File: src/uart_ext_consts.svh
// register offsets, field positions and reset values of the extended channel block
`ifndef UART_EXT_CONSTS_SVH
`define UART_EXT_CONSTS_SVH

// register indices; byte address is four times the index
`define IDX_SPECIAL_FUNC 6'h07
`define IDX_ENH_FEATURE 6'h09
`define IDX_ADV_FLOW 6'h0f
`define IDX_TX_THRESH 6'h10
`define IDX_RX_THRESH 6'h11
`define IDX_FLOW_LOW 6'h12
`define IDX_FLOW_HIGH 6'h13
`define IDX_PRESCALE 6'h14
`define IDX_FIFO_COUNT 6'h15
`define IDX_TXCNT_OVS 6'h16
`define IDX_LINE_SUMMARY 6'h17

// field positions
`define SFR_RXCNT_SEL 6
`define SFR_TXCNT_SEL 7
`define EFR_ENHANCED 4
`define EFR_AUTO_RTS 6

// reset values
`define RST_BYTE 8'h00
`define RST_NIBBLE 4'h0
`define RST_WORD 32'h0000_0000
`endif

File: src/uart_ext_pkg.sv
// types of the extended channel register block
package uart_ext_pkg;
    typedef enum logic [0:0] {
        BUS_IDLE = 1'b0,
        BUS_ANSWER = 1'b1
    } bus_phase_t;

    typedef struct packed {
        bus_phase_t phase;
        logic [31:0] rdata;
        logic [7:0] special_function_select;
        logic [7:0] enhanced_feature_control;
        logic [7:0] tx_trigger_level;
        logic [7:0] rx_trigger_level;
        logic [7:0] flow_low_level;
        logic [7:0] flow_high_level;
        logic [7:0] prescale;
        logic [3:0] oversample_value;
        logic xon_xoff_detect;
        logic sw_paused;
        logic tx_irq;
        logic rx_irq;
    } ext_state_t;

    typedef struct packed {
        logic hold;
    } hyst_state_t;
endpackage

File: src/flow_hysteresis.sv
// level comparator with hysteresis that drives the automatic RTS line
`timescale 1ns/100ps
`include "uart_ext_consts.svh"
module flow_hysteresis #(
    parameter int WIDTH = 8
) (
    // clock and control
    input wire logic core_clk_i,
    input wire logic sys_rst_i,
    input wire logic ce_i,
    input wire logic enable_i,
    // levels
    input wire logic [WIDTH-1:0] level_i,
    input wire logic [WIDTH-1:0] high_i,
    input wire logic [WIDTH-1:0] low_i,
    // result, high means pause the remote
    output logic hold_o
);
    uart_ext_pkg::hyst_state_t q;
    uart_ext_pkg::hyst_state_t next_q;

    always_comb begin
        next_q = q;
        if (!enable_i) begin
            next_q.hold = 1'b0;
        end else if (level_i >= high_i) begin
            next_q.hold = 1'b1;
        end else if (level_i < low_i) begin
            next_q.hold = 1'b0;
        end
    end

    always_ff @(posedge core_clk_i) begin
        if (sys_rst_i) begin
            q <= '0;
        end else if (ce_i) begin
            q <= next_q;
        end
    end

    assign hold_o = q.hold;
endmodule // flow_hysteresis

File: src/uart_ext_regs.sv
// extended control and status registers of one serial channel
//
// Our own choice: the Avalon-MM slave port.
`timescale 1ns/100ps
`include "uart_ext_consts.svh"
module uart_ext_regs (
    // clock, reset, enable
    input wire logic core_clk_i,
    input wire logic sys_rst_i,
    input wire logic ce_i,
    // avalon-mm slave
    input wire logic [7:0] avs_address_i,
    input wire logic avs_read_i,
    input wire logic avs_write_i,
    input wire logic [3:0] avs_byteenable_i,
    input wire logic [31:0] avs_writedata_i,
    output logic [31:0] avs_readdata_o,
    output logic avs_waitrequest_o,
    // transmitter events and state
    input wire logic tx_remote_halt_i,
    input wire logic tx_xoff_sent_i,
    input wire logic tx_xon_sent_i,
    input wire logic tx_holding_empty_i,
    input wire logic tx_shift_empty_i,
    // receiver events and state
    input wire logic rx_xon_char_i,
    input wire logic rx_xoff_char_i,
    input wire logic rx_overrun_i,
    input wire logic rx_parity_err_i,
    input wire logic rx_frame_err_i,
    input wire logic rx_break_i,
    input wire logic rx_fifo_err_i,
    input wire logic special_char_irq_en_i,
    // fifo fill levels
    input wire logic [7:0] rx_fifo_level_i,
    input wire logic [7:0] tx_fifo_level_i,
    input wire logic [7:0] line_status_entry_i,
    // outputs to the channel
    output logic rts_n_o,
    output logic xoff_irq_o,
    output logic tx_irq_o,
    output logic rx_irq_o,
    output logic [3:0] prescale_n_term_o,
    output logic [3:0] prescale_m_term_o,
    output logic [3:0] oversample_value_o
);
    uart_ext_pkg::ext_state_t q;
    uart_ext_pkg::ext_state_t next_q;
    logic [5:0] idx;
    logic req;
    logic fire;
    logic adv_read;
    logic [7:0] adv_flow_status;
    logic [7:0] line_summary;
    logic [7:0] rd_byte;
    logic auto_rts_en;
    logic rts_hold;

    assign idx = avs_address_i[7:2];
    assign req = avs_read_i || avs_write_i;
    // the answer is given one cycle after the request is seen
    assign avs_waitrequest_o = req && (q.phase != uart_ext_pkg::BUS_ANSWER);
    assign fire = ce_i && req && (q.phase == uart_ext_pkg::BUS_ANSWER);
    assign adv_read = fire && avs_read_i && (idx == `IDX_ADV_FLOW);

    assign auto_rts_en = q.enhanced_feature_control[`EFR_ENHANCED] &&
        q.enhanced_feature_control[`EFR_AUTO_RTS];

    flow_hysteresis #(
        .WIDTH(8)
    ) u_rts_hyst (
        .core_clk_i(core_clk_i),
        .sys_rst_i(sys_rst_i),
        .ce_i(ce_i),
        .enable_i(auto_rts_en),
        .level_i(rx_fifo_level_i),
        .high_i(q.flow_high_level),
        .low_i(q.flow_low_level),
        .hold_o(rts_hold)
    );

    always_comb begin
        adv_flow_status = 8'h00;
        adv_flow_status[0] = tx_remote_halt_i;
        adv_flow_status[1] = q.sw_paused || rts_hold;
        adv_flow_status[2] = q.xon_xoff_detect;
    end

    // live view, nothing here is cleared by the read
    always_comb begin
        line_summary[0] = rx_fifo_level_i != 8'h00;
        line_summary[1] = rx_overrun_i;
        line_summary[2] = rx_parity_err_i;
        line_summary[3] = rx_frame_err_i;
        line_summary[4] = rx_break_i;
        line_summary[5] = tx_holding_empty_i;
        line_summary[6] = tx_shift_empty_i;
        line_summary[7] = rx_fifo_err_i;
    end

    always_comb begin
        rd_byte = 8'h00;
        unique case (idx)
            `IDX_SPECIAL_FUNC: rd_byte = q.special_function_select;
            `IDX_ENH_FEATURE: rd_byte = q.enhanced_feature_control;
            `IDX_ADV_FLOW: rd_byte = adv_flow_status;
            `IDX_TX_THRESH: rd_byte = q.tx_trigger_level;
            `IDX_RX_THRESH: rd_byte = q.rx_trigger_level;
            `IDX_FLOW_LOW: rd_byte = q.flow_low_level;
            `IDX_FLOW_HIGH: rd_byte = q.flow_high_level;
            `IDX_PRESCALE: rd_byte = q.prescale;
            `IDX_FIFO_COUNT: begin
                if (q.special_function_select[`SFR_RXCNT_SEL]) begin
                    rd_byte = rx_fifo_level_i;
                end else begin
                    rd_byte = line_status_entry_i;
                end
            end
            `IDX_TXCNT_OVS: begin
                if (q.special_function_select[`SFR_TXCNT_SEL]) begin
                    rd_byte = tx_fifo_level_i;
                end else begin
                    rd_byte = {4'h0, q.oversample_value};
                end
            end
            `IDX_LINE_SUMMARY: rd_byte = line_summary;
            default: rd_byte = 8'h00;
        endcase
    end

    always_comb begin
        next_q = q;
        // bus handshake
        unique case (q.phase)
            uart_ext_pkg::BUS_IDLE: begin
                if (req) begin
                    next_q.phase = uart_ext_pkg::BUS_ANSWER;
                    next_q.rdata = avs_read_i ? {24'h000000, rd_byte} : `RST_WORD;
                end
            end
            uart_ext_pkg::BUS_ANSWER: begin
                next_q.phase = uart_ext_pkg::BUS_IDLE;
            end
        endcase
        // register writes, lane 0 only
        if (fire && avs_write_i && avs_byteenable_i[0]) begin
            unique case (idx)
                `IDX_SPECIAL_FUNC: next_q.special_function_select = avs_writedata_i[7:0];
                `IDX_ENH_FEATURE: next_q.enhanced_feature_control = avs_writedata_i[7:0];
                `IDX_TX_THRESH: next_q.tx_trigger_level = avs_writedata_i[7:0];
                `IDX_RX_THRESH: next_q.rx_trigger_level = avs_writedata_i[7:0];
                `IDX_FLOW_LOW: next_q.flow_low_level = avs_writedata_i[7:0];
                `IDX_FLOW_HIGH: next_q.flow_high_level = avs_writedata_i[7:0];
                `IDX_PRESCALE: next_q.prescale = avs_writedata_i[7:0];
                `IDX_TXCNT_OVS: begin
                    if (!q.special_function_select[`SFR_TXCNT_SEL]) begin
                        next_q.oversample_value = avs_writedata_i[3:0];
                    end
                end
                default: next_q.phase = uart_ext_pkg::BUS_IDLE;
            endcase
        end
        // detect flag: a read clears only what it returned, a new character wins
        if (adv_read && q.rdata[2]) begin
            next_q.xon_xoff_detect = 1'b0;
        end
        if (rx_xon_char_i || rx_xoff_char_i) begin
            next_q.xon_xoff_detect = 1'b1;
        end
        // in-band pause state of the remote transmitter
        if (tx_xon_sent_i) begin
            next_q.sw_paused = 1'b0;
        end
        if (tx_xoff_sent_i) begin
            next_q.sw_paused = 1'b1;
        end
        // fifo level interrupts
        next_q.rx_irq = rx_fifo_level_i >= q.rx_trigger_level;
        next_q.tx_irq = tx_fifo_level_i <= q.tx_trigger_level;
    end

    always_ff @(posedge core_clk_i) begin
        if (sys_rst_i) begin
            q.phase <= uart_ext_pkg::BUS_IDLE;
            q.rdata <= `RST_WORD;
            q.special_function_select <= `RST_BYTE;
            q.enhanced_feature_control <= `RST_BYTE;
            q.tx_trigger_level <= `RST_BYTE;
            q.rx_trigger_level <= `RST_BYTE;
            q.flow_low_level <= `RST_BYTE;
            q.flow_high_level <= `RST_BYTE;
            q.prescale <= `RST_BYTE;
            q.oversample_value <= `RST_NIBBLE;
            q.xon_xoff_detect <= 1'b0;
            q.sw_paused <= 1'b0;
            q.tx_irq <= 1'b0;
            q.rx_irq <= 1'b0;
        end else if (ce_i) begin
            q <= next_q;
        end
    end

    assign avs_readdata_o = q.rdata;
    assign rts_n_o = rts_hold;
    assign xoff_irq_o = q.xon_xoff_detect && special_char_irq_en_i;
    assign tx_irq_o = q.tx_irq;
    assign rx_irq_o = q.rx_irq;
    assign prescale_n_term_o = q.prescale[3:0];
    assign prescale_m_term_o = q.prescale[7:4];
    assign oversample_value_o = q.oversample_value;
endmodule // uart_ext_regs

File: config.mk
export PLATFORM = sky130hd
export DESIGN_NAME = uart_ext_regs
export DESIGN_NICKNAME = d
export VERILOG_FILES = /design/src/uart_ext_pkg.sv /design/src/flow_hysteresis.sv /design/src/uart_ext_regs.sv
export VERILOG_INCLUDE_DIRS = /design/src /design/src/src
export SDC_FILE = /design/constraint.sdc
export NUM_CORES = 1
export LEC_CHECK = 0
export BUFFER_PORTS_ARGS = -buffer_cell sky130_fd_sc_hd__buf_2
export CAP_MARGIN = 20
export CORE_ASPECT_RATIO = 1.75
export CORE_UTILIZATION = 50
export CTS_BUF_LIST = sky130_fd_sc_hd__clkbuf_8
export DETAILED_ROUTE_END_ITERATION = 8
export PLACE_DENSITY = 0.81
export SETUP_SLACK_MARGIN = 0.15
export SYNTH_ARGS = -nofsm -noshare
export SYNTH_HDL_FRONTEND = slang
export SYNTH_SLANG_ARGS = --single-unit
export TNS_END_PERCENT = 1
File: constraint.sdc
create_clock -name core_clk_i -period 3.8 [get_ports core_clk_i]
set_input_delay 0.19 -clock core_clk_i [delete_from_list [all_inputs] [get_ports core_clk_i]]
set_output_delay 0.19 -clock core_clk_i [all_outputs]
set_load 0.005 [all_outputs]
# Word level (Yosys, flattened, before mapping)
# Index checks and enable logic that the tools add are counted.
dict set report word_totals {
  regBits 98
  in_bits 86
  out_inout_bits 49
}
dict set report op_classes {
  n_lt_le_gt_ge 4
  n_eq_ne 12
  muxes 15
  bitwise 2
  n_reduce_logical 29
}
# op n
set ops {}
lappend ops {{case mux 8 bit (11 select lines)} 1}
lappend ops {{equality test 6 x 5 -> 1 bit (second input constant)} 8}
lappend ops {{2-to-1 mux 33 bit} 1}
lappend ops {{2-to-1 mux 8 bit} 3}
lappend ops {{AND reduction 3 bit} 8}
lappend ops {{greater-or-equal comparator 8 bit} 2}
lappend ops {{equality test 6 x 4 -> 1 bit (second input constant)} 2}
lappend ops {{logical AND 1 bit} 10}
lappend ops {{2-to-1 mux 1 bit} 9}
lappend ops {{<= comparator 8 bit} 1}
lappend ops {{< comparator 8 bit} 1}
lappend ops {{nonzero test 8 bit} 1}
lappend ops {{OR reduction 8 bit} 1}
lappend ops {{equality test 6 x 3 -> 1 bit (second input constant)} 1}
lappend ops {{AND reduction 2 bit} 3}
lappend ops {{AND reduction 4 bit} 1}
lappend ops {{nonzero test 2 bit} 2}
lappend ops {{logical OR 1 bit} 3}
lappend ops {{!= test 3 bit (second input constant)} 1}
lappend ops {{inverter 1 bit} 2}
lappend ops {{case mux 1 bit (2 select lines)} 1}

# Depth between registers and ports, before layout
# Gate-level depths: netlist (run 1).
dict set report depth {
  depth_word 8
  depth_mapped 7
  depth_no_buf 7
}

# Cells and area by module
# Synthesis (run 1) repeated with hierarchy kept, for this count alone.
dict set report hier_totals {
  hier_cells 571
  hier_area_um2 4668.2
}
# mod instances cells_each area_per_inst_um2 seq_area_each_um2
set by_module_without_submodules {}
lappend by_module_without_submodules {uart_ext_regs 1 517 4244.1 1461.4}
lappend by_module_without_submodules {flow_hysteresis 1 54 424.2 20.0}

# Worst setup path before layout (run 1)
# OpenSTA, ideal clock, no wires.
dict set report synth_path {
  path_type {input port to flip-flop}
  start {in avs_address_i[7]}
  end {reg q[40] (netlist name)}
  setup_time_ps 128
  arrival_ps 1701
  required_ps 3672
  slack_ps 1972
  cell_stages 6
  path_cell_list {buf_6 -> or4b_1 -> buf_4 -> nor4_4 -> mux2i_1 -> nor2_1}
}
dict set report synth_via {
  elab_chain_cells 2
}
# element line
set synth_rtl {}
lappend synth_rtl {{start, declared} uart_ext_regs.sv:12} ;# input wire logic [7:0] avs_address_i,
lappend synth_rtl {{equality test 6 x 5 -> 1 bit} uart_ext_regs.sv:147} ;# unique case (idx)
lappend synth_rtl {{AND reduction 3 bit (no source line)} --}
lappend synth_rtl {{end signal, assigned} uart_ext_regs.sv:199} ;# q <= next_q;
lappend synth_rtl {{end, declared} uart_ext_regs.sv:47} ;# uart_ext_pkg::ext_state_t q;
# No other way between the ends.
# A chain may end at the register's enable or synchronous reset.

# Worst setup path after layout (run 1)
dict set report layout_path {
  start {reg q[96] (netlist name)}
  end {reg q, in the netlist avs_readdata_o[3]}
}
dict set report layout_via {
  elab_chain_cells 2
}
# element
set layout_rtl {}
lappend layout_rtl {{inverter 1 bit (no source line)}}
lappend layout_rtl {{AND reduction 3 bit (no source line)}}
# No other way between the ends.

==> run summary, run 1 <==
Status = finished, final reports clean
Commonest non-fill, non-tap cells in the layout = buf_2 (81), dfxtp_1 (74), nand2_1 (68), nor2_1 (48)
CTS Buffer Depth = 2
Rows = 46
RSZ-0062 raised after global routing = false
Die X = 75.3 um
Placer congestion estimate = 0.928
GR Util met1 = 31.3%
Final HPWL DP = 10100 um
Post-synthesis cell type count = 56
Die H = 130 um
Async set-reset flop share out of synthesis = 0%
Area leader, netlist = dfxtp_1
Crit path max fanout = 16
Slew Viols, Final = 0
Synth-to-Final Area Change = 9.86%
ANT nets after route = 0
Layout fillers = 865
Ant. Diodes = 0
Final setup vio count = 0
#FFs+latches synth = 74
Post_cts resized = 0
Final setup TNS = 0 ns
Initial DRC count = 316
Slew headroom = 27.0%
Post-cts hold buffer count = 0
CP startpoint kind = flop
PD cells = 320 mW/mm^2
Pre-antenna DRT Iters = 5
Gr usage total = 28.8%
Vias per std cell = 5.97
Synthesized area per cell = 8.24 um^2
Area of the multi-input gates = 0.00272 mm^2
Critical path class = reg -> reg
WP data arrival = 2.60 ns
Most common cell after layout, fill and taps aside = buf_2
Clock Pin Slew Worst Setup and Hold Paths = 0.08 ns
Core Box Area = 0.00909 mm^2
Area share of the largest cell type after synthesis = 31.5%
Leak = 0.00191 uW
CP Capture Type = flop
Antenna violations before repair = 0
GR Overflow Total = 0
Final Core Density = 56.9%
WP data required = 4.11 ns
Max-Cap Viols = 0
CTS tree = yes
Synth area leaders = dfxtp_1 (31%), mux2i_1 (9.6%), ha_1 (8.2%)
Post-CTS Setup Bufs = 0
I/O pins = 135
Gate Count Post-Synth = 571
Final-report hold violation count = 0
Worst Tran Pin Value = 1.09 ns
Inserted Clock Buffers = 9
Clk sinks = 74
Clock Skew = 0.00688 ns
Vias post-DR = 4432
Drt wl/cell = 18.2 um
H-Tree Depth = 3
Initial Util = 51.7%
Routed WL = 13600 um
Ys flop type = dfxtp_1
Register Area = 0.00148 mm^2
Port Buffer Count = 81
Drc violations = 0
Clock latency on the worst-skew pair = 0.37 ns
Met2 GRT Util = 49.1%
Worst vdd ir = 187 uV
Final nets = 735
Clock root cell = clkbuf_8
Post-Syn Area = 0.00471 mm^2
Vias in the first global route = 4270
Largest net degree at the start of global routing = 60
Tcrit/Tclk final = 60.2%
Max Fclk = 0.437 GHz
Layout cells sized above 1 = 19.1%
Hold_ws = 0.0730 ns
Seq/Total Area, Yosys = 31.5%
Most used routing layer = met2
First-pass GRT wire length = 20900 um
Routing usage on met3 = 5.25%
Final worst path period need = 2.29 ns
HP Class = in -> reg
Die area = 0.00982 mm^2
Synth warn = 0
EDFF count, synth = 0
[sequential cells by signal, summed over array words and instances, names as in the netlist]
name / count
q: 50
rx_irq_o: 1
adv_flow_status: 1
tx_irq_o: 1
prescale_m_term_o: 4
u_rts_hyst.hold_o: 1
avs_readdata_o: 8
oversample_value_o: 4
prescale_n_term_o: 4
[cells in the mapped netlist (3+ instances only)]
cell type / n
o21a_1: 6
nand2b_1: 6
nor4_1: 3
nand3_1: 17
ha_1: 31
clkbuf_1: 22
o21ai_0: 11
a22oi_1: 19
a21o_1: 3
o2111ai_1: 3
a221oi_1: 5
and3_1: 3
buf_4: 46
nand4_1: 9
and2_1: 3
a32oi_1: 6
and4_1: 3
nand2_1: 68
a21oi_1: 45
mux2i_1: 45
nor2_1: 48
or4b_1: 3
dfxtp_1: 74
nor3_1: 12
inv_1: 35
nor4b_1: 3
buf_2: 4
[final cells by class]
cell class / count / share of cell area [%]
multi-input combinational: 411 / 52.5
sequential: 74 / 28.7
timing repair buffer: 87 / 8.95
tap: 120 / 2.90
clock buffer: 10 / 2.66
inverter: 35 / 2.54
clock inverter: 6 / 1.74
[path summary, 6_finish.rpt]
kind | cells after the start | to | slack (ns) | start
max | 5 | avs_readdata_o[3]$_SDFFE_PP0P_ | 1.51 | q[96]$_SDFFE_PP0P_
min | 3 | q[2]$_SDFFE_PP0P_ | 0.07 | tx_xoff_sent_i
max reg2reg | 5 | avs_readdata_o[3]$_SDFFE_PP0P_ | 1.51 | q[96]$_SDFFE_PP0P_
min reg2reg | 2 | q[17]$_SDFFE_PP0P_ | 0.46 | q[17]$_SDFFE_PP0P_
[power by group]
group | internal [uW] | total (uW) | switching, uW
Sequential | 779 | 781 | 2.63
Clock | 387 | 700 | 313
Combinational | 60.3 | 171 | 111
Total | 1230 | 1650 | 427
[metal layers]
| layer | up-vias | share of wire [%] |
|---|---|---|
| met2 | 252 | 50 |
| met5 | - | 0 |
| met4 | 0 | 6.1 |
| met1 | 2064 | 37 |
| li1 | 2052 | - |
| met3 | 64 | 6.7 |
[critical path, cell delays in order (launching register included)]
cell,delay (ns)
dfxtp_1,0.35
o21ba_2,0.25
nand2_1,0.38
or4b_1,0.88
a21oi_1,0.25
o21a_1,0.13
[cell families (layout without fill, tap and decap cells)]
logic type | after synthesis | in the layout | share of synthesized area, %
compound gates | 112 | 112 | 15.8
fa+ha+maj | 31 | 31 | 8.24
buf+inv | 109 | 138 | 12.6
flops | 74 | 74 | 31.5
mux | 47 | 47 | 10.1
other cells | 1 | 24 | 0.0797
simple gates | 197 | 197 | 21.7
[through the flow]
| step | worst slack (ns) | cell area, um^2 | cells | power, uW |
|---|---|---|---|---|
| after floorplan | 1.97 | 4790 | 594 | 910 |
| after global placement | 1.55 | 4920 | 726 | 957 |
| after detailed placement | 1.50 | 4920 | 726 | 964 |
| after CTS | 1.56 | 5150 | 742 | 1650 |
| after global routing | 1.43 | 5170 | 743 | 1700 |
| final | 1.51 | 5170 | 743 | 1650 |
No activity file was read; power rests on OpenSTA's default activity.
==> run 2: changes to the inputs <==
==> constraint.sdc (replaced) <==
create_clock -name core_clk_i -period 2.16 [get_ports core_clk_i]
set_input_delay 0.108 -clock core_clk_i [delete_from_list [all_inputs] [get_ports core_clk_i]]
set_output_delay 0.108 -clock core_clk_i [all_outputs]
set_load 0.005 [all_outputs]
==> run summary, run 2 (synthesized netlist as in run 1, its figures left out) <==
Final worst path period need = 1.80 ns
H-Tree Depth = 3
Crit path max fanout = 8
Switching power = 727 uW
CTS tree = yes
Switch share = 26.0%
CTS Buffer Depth = 2
Layout cells sized above 1 = 21.3%
M1 WL = 4990 um
Core Box Area = 0.00909 mm^2
Tot Pwr = 2800 uW
Antenna violations before repair = 0
Gr usage total = 28.5%
WP data required = 2.47 ns
Uppermost layer routed = met4
Fin cells = 762
Drt wl/cell = 17.5 um
Status = finished, final reports clean
Drc violations = 0
Hold depth = 4
Inserted Clock Buffers = 9
Wire length on met3 = 902 um
Most flops, register = q
Critical path class = reg -> reg
Tcrit/Tclk final = 83.1%
Die X = 75.3 um
Clock latency on the worst-skew pair = 0.37 ns
Ant. Diodes = 0
Final Core Density = 58.0%
Register-to-register setup slack = 0.36 ns
Final-report hold violation count = 0
Vias in the first global route = 4231
Largest net degree at the start of global routing = 41
Hold Path End = q[2]$_SDFFE_PP0P_
Pre-antenna DRT Iters = 7
Hold_sp = tx_xon_sent_i
Routed WL = 13300 um
Initial DRC count = 390
Max-Cap Viols = 0
Internal power = 2070 uW
Sequential share of power = 49.1%
Rows = 46
Worst r2r path cells = 5
Worst Tran Pin Value = 0.565 ns
Slew Viols, Final = 0
Crit path max-delay cell type = or4b_1
CP Capture Type = flop
Critical path's largest stage delay = 0.72 ns
Synth-to-Final Area Change = 12.2%
Most common cell after layout, fill and taps aside = buf_2
Reg-to-Reg Start = q[96]$_SDFFE_PP0P_
Post-CTS Setup Bufs = 0
Vias per std cell = 5.82
GR Overflow Total = 0
WP data arrival = 2.10 ns
Vias post-DR = 4438
Final nets = 754
Cell Chain, Critical Path = o21ba_2 > nand2_1 > or4b_1 > a21oi_1 > o21a_1
Clk sinks = 74
Final setup TNS = 0 ns
Port Buffer Count = 81
Leak = 0.00201 uW
Slew headroom = 62.2%
PD cells = 530 mW/mm^2
R2R Path End = avs_readdata_o[2]$_SDFFE_PP0P_
Initial Util = 51.7%
Max reg flops = 50
Worst vdd ir = 402 uV
RSZ-0062 raised after global routing = false
Final setup vio count = 0
I/O pins = 135
Clock Pin Slew Worst Setup and Hold Paths = 0.07 ns
Max Fclk = 0.557 GHz
Clock Skew = 0.0158 ns
Clock root cell = clkbuf_8
Comb pwr share = 10.8%
Die H = 130 um
Die area = 0.00982 mm^2
Clock power share = 40.1%
# placed instances = 745
CP startpoint kind = flop
Final HPWL DP = 10200 um
HP Class = in -> reg
Placer congestion estimate = 0.951
ANT nets after route = 0
Commonest non-fill, non-tap cells in the layout = buf_2 (81), dfxtp_1 (74), nand2_1 (68), nor2_1 (48)
First-pass GRT wire length = 20800 um
Met2 wire len = 6780 um
==> run 2: cell count changes in the layout (fill, tap and decap cells not counted), sizes merged <==
cell / change
clkbuf: +1
buf: +18
clkinv: +3
clkinvlp: -3
bufinv: -1
dlygate4sd3: +1
==> run 2: worst max path at each step <==
stage / slack, ns / start / cells after the start / endpoint
6_report: 0.36 / q[96]$_SDFFE_PP0P_ / 5 / avs_readdata_o[2]$_SDFFE_PP0P_
3_5_place_dp: 0.11 / avs_address_i[3] / 6 / avs_readdata_o[4]$_SDFFE_PP0P_
2_1_floorplan: 0.41 / avs_address_i[7] / 6 / q[40]$_SDFFE_PP0P_
5_1_grt: 0.31 / q[96]$_SDFFE_PP0P_ / 5 / avs_readdata_o[2]$_SDFFE_PP0P_
4_1_cts: 0.40 / q[96]$_SDFFE_PP0P_ / 5 / avs_readdata_o[4]$_SDFFE_PP0P_
3_3_place_gp: 0.13 / avs_address_i[3] / 6 / avs_readdata_o[3]$_SDFFE_PP0P_
==> run 2: final cells by class <==
class / instances / area, um^2
Clock inverter: 5 / 52.6
Fill cell: 844 / 3810
Tap cell: 120 / 150
Inverter: 35 / 131
Timing Repair Buffer: 106 / 596
Multi-Input combinational cell: 411 / 2720
Sequential cell: 74 / 1480
Clock buffer: 11 / 151
==> run 2: power groups by stage <==
stage / combinational [uW] / clock (uW) / sequential, uW
floorplan: 194 / 0 / 1410
global placement: 286 / 0 / 1410
detailed placement: 296 / 0 / 1410
CTS: 299 / 1130 / 1380
global route: 337 / 1180 / 1380
finish: 303 / 1120 / 1380
==> run 2: worst max-delay path, delay by kind of cell (launching register included) <==
| kind | cells | cell delay, ns |
|---|---|---|
| AO/OA/AOI/OAI | 3 | 0.62 |
| AND/OR/NAND/NOR | 2 | 0.78 |
| flip-flops | 1 | 0.35 |
==> run 2: metrics by stage <==
step / hold WS (ns) / worst slack (ns) / area (um^2)
6_report: 0.0541 / 0.365 / 5280
5_1_grt: 0.0845 / 0.305 / 5280
2_1_floorplan: 0.248 / 0.414 / 4790
3_5_place_dp: 0.372 / 0.105 / 5060
4_1_cts: 0.0453 / 0.402 / 5280
3_3_place_gp: 0.369 / 0.133 / 5060
==> run 2: per-layer routing <==
| metal | global-route usage, % | vias up |
|---|---|---|
| li1 | - | 2085 |
| met1 | 32.1 | 2067 |
| met2 | 48.5 | 244 |
| met3 | 4.40 | 42 |
| met4 | 18.3 | 0 |
| met5 | 0 | - |
==> run 2: repair_timing <==
item / CTS / global route
hold buffers: 1 / 0
resized for setup: 0 / 0
endpoints found under the hold margin: 1 / 0
